--- src/pkg/uart_cfg_pkg.sv ---
// constants, enums and structs for the serial transceiver control block
`default_nettype none
package uart_cfg_pkg;
   // ---------------------------------------------------------------
   // register map
   // ---------------------------------------------------------------
   localparam logic [3:0] ADDR_LINE_CTRL    = 4'h5; // interrupt enable and rs485
   localparam logic [3:0] ADDR_LINE_ENABLE  = 4'h6;
   localparam logic [3:0] ADDR_FRAME_FORMAT = 4'h7;
   localparam logic [3:0] ADDR_STATUS       = 4'h4;
   localparam logic [3:0] ADDR_TX_LOW       = 4'h2;
   localparam logic [3:0] ADDR_TX_HIGH      = 4'h3;

   localparam logic [7:0] RESET_LINE_CTRL   = 8'h00;
   localparam logic [7:0] RESET_LINE_ENABLE = 8'h00;
   localparam logic [7:0] RESET_FRAME       = 8'h03;
   localparam logic [7:0] RESET_FRAME_SPI   = 8'h02;

   // ---------------------------------------------------------------
   // field positions
   // ---------------------------------------------------------------
   localparam int BIT_RS485        = 0;
   localparam int BIT_BAUD_ERR_IE  = 2;
   localparam int BIT_RX_ON        = 7;
   localparam int BIT_TX_ON        = 6;
   localparam int BIT_SFD_ON       = 4;
   localparam int BIT_OPEN_DRAIN   = 3;
   localparam int BIT_MULTI_NODE   = 0;
   localparam int BIT_STOP_COUNT   = 3;
   localparam int BIT_BIT_ORDER    = 2;
   localparam int BIT_CLOCK_PHASE  = 1;
   localparam int BIT_BAD_SYNC     = 3;
   localparam logic [7:0] MASK_LINE_CTRL   = 8'h05;
   localparam logic [7:0] MASK_LINE_ENABLE = 8'hDF;
   localparam logic [7:0] MASK_SPI_VIEW    = 8'hC6;
   localparam logic [7:0] SYNC_CHAR        = 8'h55;

   typedef enum logic [1:0] {
      SPEED_NORMAL = 2'b00,
      SPEED_DOUBLE = 2'b01,
      SPEED_GENERIC_AUTO = 2'b10,
      SPEED_LIN_AUTO = 2'b11
   } receiver_speed_select_e;

   typedef enum logic [1:0] {
      LINK_ASYNC = 2'b00,
      LINK_SYNC = 2'b01,
      LINK_INFRARED = 2'b10,
      LINK_HOST_SPI = 2'b11
   } link_mode_select_e;

   typedef enum logic [1:0] {
      PARITY_NONE = 2'b00,
      PARITY_RESERVED = 2'b01,
      PARITY_EVEN = 2'b10,
      PARITY_ODD = 2'b11
   } parity_select_e;

   typedef enum logic [2:0] {
      WIDTH_5 = 3'b000,
      WIDTH_6 = 3'b001,
      WIDTH_7 = 3'b010,
      WIDTH_8 = 3'b011,
      WIDTH_RES4 = 3'b100,
      WIDTH_RES5 = 3'b101,
      NINE_BIT_LOW_FIRST = 3'b110,
      NINE_BIT_HIGH_FIRST = 3'b111
   } character_width_e;

   typedef struct packed {
      logic                   receiver_on;
      logic                   transmitter_on;
      logic                   frame_start_detect_on;
      logic                   open_drain_on;
      receiver_speed_select_e receiver_speed_select;
      logic                   multi_node_addressing;
      logic                   rs485_on;
      link_mode_select_e      link_mode_select;
      parity_select_e         parity_select;
      logic                   two_stop_bits;
      character_width_e       character_width;
      logic [3:0]             data_bits;
      logic                   lsb_first;
      logic                   sample_trailing;
   } line_config_s;
endpackage
`default_nettype wire

--- src/core/uart_control_config.sv ---
// control and configuration registers of a serial transceiver
// Behaviour
// baud error interrupt requested while bad sync flag set and enable set
// control bit 0 turns rs485 operation on or off
// line enable bit 7 enables receiver
// line enable bit 6 enables transmitter
// line enable bit 4 enables start-of-frame detection
// line enable bit 3 selects open-drain output
// bits 2:1 select normal, double, generic auto or lin auto speed
// software writes speed field zero in async or infrared mode
// line enable bit 0 enables multi-node addressing
// frame format bits 7:6 select async, sync, infrared or host spi
// host spi view holds mode, bit order and clock phase; resets 0x02
// parity field 5:4: none, reserved, even, odd
// bit 3 gives transmitter one or two stop bits; receiver ignores
// bits 2:0 give 5 to 8 or 9 bit characters, two nine-bit orders
// host spi bit order: 0 msb first, 1 lsb first
// software changes bit order only when no transfer runs
// host spi clock phase: 0 leading edge, 1 trailing; resets 1
// normal frame format resets to 0x03, line enable to zero
// bad sync flag set on bad sync length or lin sync not 0x55; code sets it only while line enable bit 2 selects an auto speed
// nine-bit low first: high byte write starts shift, else low byte
// software avoids reserved parity and width codes
`default_nettype none
module uart_control_config
   import uart_cfg_pkg::*;
(
   input  wire logic       clock_i,
   input  wire logic       rst_i,
   input  wire logic [3:0] addr_i,
   input  wire logic [7:0] wdata_i,
   input  wire logic       wr_i,
   input  wire logic       rd_i,
   output logic      [7:0] rdata_o,
   input  wire logic       sync_too_short_i,
   input  wire logic       sync_too_long_i,
   input  wire logic       sync_char_valid_i,
   input  wire logic [7:0] sync_char_i,
   output logic            baud_error_irq_o,
   output logic            tx_load_o,
   output var line_config_s config_o
);
   // ---------------------------------------------------------------
   // registers
   // ---------------------------------------------------------------
   logic [7:0] line_ctrl;
   logic [7:0] line_enable_control;
   logic [7:0] frame_format_control;
   logic       bad_sync_field_flag;
   logic       auto_baud;
   logic       spi_now;
   logic       bad_sync_event;
   logic       bad_sync_clear;
   logic [7:0] next_rdata;

   function automatic logic [3:0] width_bits(input logic [2:0] code);
      unique case (code)
         3'b000: width_bits = 4'h5;
         3'b001: width_bits = 4'h6;
         3'b010: width_bits = 4'h7;
         3'b011: width_bits = 4'h8;
         3'b110, 3'b111: width_bits = 4'h9;
         default: width_bits = 4'h8;
      endcase
   endfunction

   always_ff @(posedge clock_i) begin
      if (rst_i) begin
         line_ctrl <= RESET_LINE_CTRL;
      end else if (wr_i && addr_i == ADDR_LINE_CTRL) begin
         line_ctrl <= wdata_i & MASK_LINE_CTRL;
      end
   end

   always_ff @(posedge clock_i) begin
      if (rst_i) begin
         line_enable_control <= RESET_LINE_ENABLE;
      end else if (wr_i && addr_i == ADDR_LINE_ENABLE) begin
         line_enable_control <= wdata_i & MASK_LINE_ENABLE;
      end
   end

   always_ff @(posedge clock_i) begin
      if (rst_i) begin
         frame_format_control <= RESET_FRAME;
      end else if (wr_i && addr_i == ADDR_FRAME_FORMAT) begin
         if (wdata_i[7:6] == LINK_HOST_SPI) begin
            frame_format_control <= wdata_i & MASK_SPI_VIEW;
         end else begin
            frame_format_control <= wdata_i;
         end
      end
   end

   // ---------------------------------------------------------------
   // bad sync flag, set wins over write-one clear
   // ---------------------------------------------------------------
   assign spi_now   = frame_format_control[7:6] == LINK_HOST_SPI;
   assign auto_baud = line_enable_control[2];
   assign bad_sync_event = auto_baud && (sync_too_short_i || sync_too_long_i
                         || (line_enable_control[2:1] == SPEED_LIN_AUTO && sync_char_valid_i
                             && sync_char_i != SYNC_CHAR));
   assign bad_sync_clear = wr_i && addr_i == ADDR_STATUS && wdata_i[BIT_BAD_SYNC];

   always_ff @(posedge clock_i) begin
      if (rst_i) begin
         bad_sync_field_flag <= 1'b0;
      end else if (bad_sync_event) begin
         bad_sync_field_flag <= 1'b1;
      end else if (bad_sync_clear) begin
         bad_sync_field_flag <= 1'b0;
      end
   end

   assign baud_error_irq_o = bad_sync_field_flag && line_ctrl[BIT_BAUD_ERR_IE];

   // ---------------------------------------------------------------
   // transmit load strobe
   // ---------------------------------------------------------------
   always_comb begin
      if (frame_format_control[2:0] == NINE_BIT_LOW_FIRST && !spi_now) begin
         tx_load_o = wr_i && addr_i == ADDR_TX_HIGH;
      end else begin
         tx_load_o = wr_i && addr_i == ADDR_TX_LOW;
      end
   end

   // ---------------------------------------------------------------
   // read path
   // ---------------------------------------------------------------
   always_comb begin
      next_rdata = 8'h00;
      unique case (addr_i)
         ADDR_LINE_CTRL:    next_rdata = line_ctrl;
         ADDR_LINE_ENABLE:  next_rdata = line_enable_control;
         ADDR_FRAME_FORMAT: next_rdata = frame_format_control;
         ADDR_STATUS:       next_rdata = {4'h0, bad_sync_field_flag, 3'h0};
         default:           next_rdata = 8'h00;
      endcase
   end

   always_ff @(posedge clock_i) begin
      if (rst_i) begin
         rdata_o <= 8'h00;
      end else if (rd_i) begin
         rdata_o <= next_rdata;
      end else begin
         rdata_o <= 8'h00;
      end
   end

   // ---------------------------------------------------------------
   // decoded configuration
   // ---------------------------------------------------------------
   always_comb begin
      config_o.receiver_on           = line_enable_control[BIT_RX_ON];
      config_o.transmitter_on        = line_enable_control[BIT_TX_ON];
      config_o.frame_start_detect_on = line_enable_control[BIT_SFD_ON];
      config_o.open_drain_on         = line_enable_control[BIT_OPEN_DRAIN];
      config_o.receiver_speed_select = receiver_speed_select_e'(line_enable_control[2:1]);
      config_o.multi_node_addressing = line_enable_control[BIT_MULTI_NODE];
      config_o.rs485_on              = line_ctrl[BIT_RS485];
      config_o.link_mode_select      = link_mode_select_e'(frame_format_control[7:6]);
      config_o.parity_select         = spi_now ? PARITY_NONE
                                     : parity_select_e'(frame_format_control[5:4]);
      config_o.two_stop_bits         = !spi_now && frame_format_control[BIT_STOP_COUNT];
      config_o.character_width       = spi_now ? WIDTH_8
                                     : character_width_e'(frame_format_control[2:0]);
      config_o.data_bits             = spi_now ? 4'h8 : width_bits(frame_format_control[2:0]);
      config_o.lsb_first             = spi_now && frame_format_control[BIT_BIT_ORDER];
      config_o.sample_trailing       = spi_now && frame_format_control[BIT_CLOCK_PHASE];
   end
endmodule
`default_nettype wire

--- config.mk ---
export PLATFORM = sky130hd
export DESIGN_NAME = uart_control_config
export DESIGN_NICKNAME = d
export VERILOG_FILES = /design/src/pkg/uart_cfg_pkg.sv /design/src/core/uart_control_config.sv
export SDC_FILE = /design/constraint.sdc
export NUM_CORES = 1
export LEC_CHECK = 0
export ABC_CLOCK_PERIOD_IN_PS = 3950
export BUFFER_PORTS_ARGS = -buffer_cell sky130_fd_sc_hd__buf_4
export CAP_MARGIN = 20
export CORE_MARGIN = 2
export CORE_UTILIZATION = 50
export DETAILED_ROUTE_END_ITERATION = 10
export PLACE_DENSITY = 0.92
export RECOVER_POWER = 100
export SYNTH_ARGS = -nofsm -noshare
export SYNTH_HDL_FRONTEND = slang
export SYNTH_SLANG_ARGS = --single-unit
--- constraint.sdc ---
create_clock -name clock_i -period 3.95 [get_ports clock_i]
set_input_delay 0.79 -clock clock_i [delete_from_list [all_inputs] [get_ports clock_i]]
set_output_delay 0.79 -clock clock_i [all_outputs]
set_load 0.005 [all_outputs]
==> summary.txt <==
First-pass GRT wire length = 5.761 mm
Worst-Margin Slew = 1.005 ns
PD cells = 265.1 nW/um^2
Avg Cell Area, Syn = 8.833 sq um
Crit-path max FO = 23
Hold_buf cts = 0
Port Buf Inserts = 58
Post-Route WL = 3.592 mm
Vias per cell = 5.648
Yosys warns = 0
DIE AREA = 3078 sq um
Tmin final = 2.851 ns
Max VDD drop = 0.1892 mV
Grt total ovfl = 0
Drt initial violations = 33
Antenna fix cells = 0
# Post-CTS Setup Buffers = 0
Net Count, Synth = 177
Synth top area cells = dfxtp_1 (39%), mux2i_1 (8.3%), nand2b_1 (5.7%), nor2_1 (3.7%), and2_1 (3.3%)
Setup_tns = 0 ns
Worst Hold Depth = 2
Sw Share = 0.2363
Clk_skew = 0.001450 ns
Area share of the largest cell type after synthesis = 0.3928
Reg2Reg Depth = 3
Initial Util = 0.5300
CTS root buffer = clkbuf_4
Status = complete, no violations
H-tree depth = 1
Row count = 18
Clock slew at reported path FFs = 0.14 ns
DRT Pass-1 Iters = 5
Clock buffer depth = 2
Number of antenna violations at the first check in global routing = 0
Vias in the first global route = 1,305
Grt peak-use layer = met2
Share of cells above drive strength 1 = 0.3200
Max-slew violation count = 0
Met2 Usage GRT = 0.4269
Clock buffer count from CTS = 3
Post-Syn Instances = 150
Worst skew pair latency = 0.32 ns
Setup crit start kind = input pin
Clk pwr share = 0.292
CTS sink cnt = 26
Seq pwr share = 0.578
Gate power share = 0.130
Unrepaired setup endpoints after global routing = no
Max-cap violations = 0
Final period utilization = 0.7218
Leakage = 0.7610 nW
Reg2Reg Setup Slack = 2.91 ns
Sequential fraction of the synthesis area = 0.3928
Delay-heaviest family, CP = buffers and inverters
TritonCTS clock tree = done
Hpwl dp = 2.695 mm
Upper clock frequency limit = 350.7 MHz
Total power = 463.0 uW
Crit path max-delay cell type = clkbuf_1
Hold Fails Final Rpt = 0
WP buf/inv = 2
Hold Crit Class = flop to flop
Die width = 55.48 microns
Synthesis-stage register bit count = 26
Max incr delay on CP = 0.73 ns
Critical path required time = 3.16 ns
M3 GR Usage = 0.02342
Slew Limit Headroom = 0.3297
Post-cts resize count = 0
Via Count = 1,299
Num ports = 59
Final setup fails = 0
Grt met1 use = 0.2635
Final GP Congestion = 0.8640
Core ar. = 2500 sq um
Critical path depth = 4
Synthesized area = 1325 sq um
Crit path kind = input pin to output pin
Unique masters post-synth = 36
Hold WS = 0.4603 ns
Routed length per placed instance = 15.62 microns
Net count, final = 228
Die Y = 55.48 microns
Crit path cell chain = clkbuf_1, nor4_1, nor3_1, buf_4
All-Layer GR Usage = 0.2313
Synth-to-layout area growth = 31.82%
P_int = 353.6 uW
CP Capture Type = output pin
Psw = 109.4 uW
Largest net degree at the start of global routing = 24
CP Data Arrival Time = 2.06 ns
Final ANT Viol Nets = 0
# DRC = 0
Area leader, netlist = dfxtp_1
[final cells by class]
cell class                      instances  area, sq um
Multi-Input combinational cell        109        713.2
Sequential cell                        26        520.5
Inverter                                3        11.26
Fill cell                             205        753.2
Timing Repair Buffer                   58        427.9
Tap cell                               30        37.54
Clock buffer                            4        36.28
[placed cells by master, fill, tap and decap left out, types with 3 or more instances in the layout]
cell type / netlist / final
nand2b_1: 12 / 12
o21ai_0: 5 / 6
and2_0: 0 / 7
nand3b_1: 4 / 4
mux2i_1: 11 / 11
a22oi_1: 3 / 3
mux2_2: 3 / 3
clkbuf_4: 0 / 28
nor2b_1: 5 / 5
buf_4: 4 / 31
inv_1: 3 / 3
nor2_1: 13 / 13
nand3_1: 4 / 4
dfxtp_1: 26 / 26
a211oi_1: 3 / 3
nand2_1: 9 / 9
a21oi_1: 8 / 8
[through the flow]
stage            util  instances  setup WS [ns]  cell area [sq um]
2_1_floorplan       -        150          1.771               1325
3_3_place_gp   0.6902        226          1.686               1725
3_5_place_dp   0.6902        226          1.629               1725
4_1_cts        0.7047        230          1.599               1762
5_1_grt        0.6987        230         0.9764               1747
6_report       0.6987        230          1.099               1747
[kinds of logic after synthesis]
family	synth area share
flip-flops	0.3928
AND/OR/NAND/NOR	0.2984
multiplexers	0.1313
XOR/XNOR	0.006611
AO/OA/AOI/OAI	0.1076
buffers and inverters	0.06327
[layer usage]
| metal | wire length, microns | vias up |
|---|---|---|
| li1 | - | 615 |
| met5 | 0 | - |
| met3 | 180 | 12 |
| met1 | 1416 | 613 |
| met4 | 78 | 0 |
| met2 | 1917 | 59 |
[power by group through the flow]
stage          combinational [mW]  clock, mW  sequential, mW
6_report                   0.0601      0.135           0.268
5_1_grt                    0.0644      0.144           0.268
4_1_cts                    0.0607      0.135           0.268
3_5_place_dp               0.0603          0           0.273
3_3_place_gp               0.0573          0           0.273
2_1_floorplan              0.0295          0           0.272
[synthesized netlist by cell type]
master	n
xnor2_1	1
a311o_1	1
and2_1	7
mux2i_1	11
a22oi_1	3
a211o_1	1
nand2_1	9
or2_1	1
o21ai_1	1
mux2_2	3
nor2b_1	5
a21oi_1	8
nor2_1	13
o31a_1	1
or2_2	1
a211oi_1	3
mux2_4	2
nor3_1	2
nor4bb_1	2
and3_1	2
nand4_1	2
nand3_1	4
o21ai_0	5
dfxtp_1	26
nor4_1	1
nand4bb_1	1
buf_4	4
nand2b_1	12
and3b_1	1
buf_6	1
nand3b_1	4
inv_1	3
buf_2	4
and4b_1	1
nand4b_1	1
clkbuf_1	3
[worst paths after layout]
check                                       startpoint               endpoint
setup / recovery                             addr_i[0]              tx_load_o
hold / removal    frame_format_control[5]$_SDFFE_PP0P_  rdata_o[5]$_SDFF_PP0_
setup reg to reg  frame_format_control[2]$_SDFFE_PP0P_  rdata_o[2]$_SDFF_PP0_
hold reg to reg   frame_format_control[5]$_SDFFE_PP0P_  rdata_o[5]$_SDFF_PP0_
[registers in the layout, summed over array words and instances, names as in the netlist]
name                  count
frame_format_control      8
rdata_o                   8
line_enable_control       7
line_ctrl                 2
bad_sync_field_flag       1
[worst register-to-register path: stages, from the launching register on]
cell and delay [ns]:
dfxtp_1 0.42, mux2_2 0.30, a22oi_1 0.15, nor2_1 0.07
No activity file was read; power rests on OpenSTA's default activity.
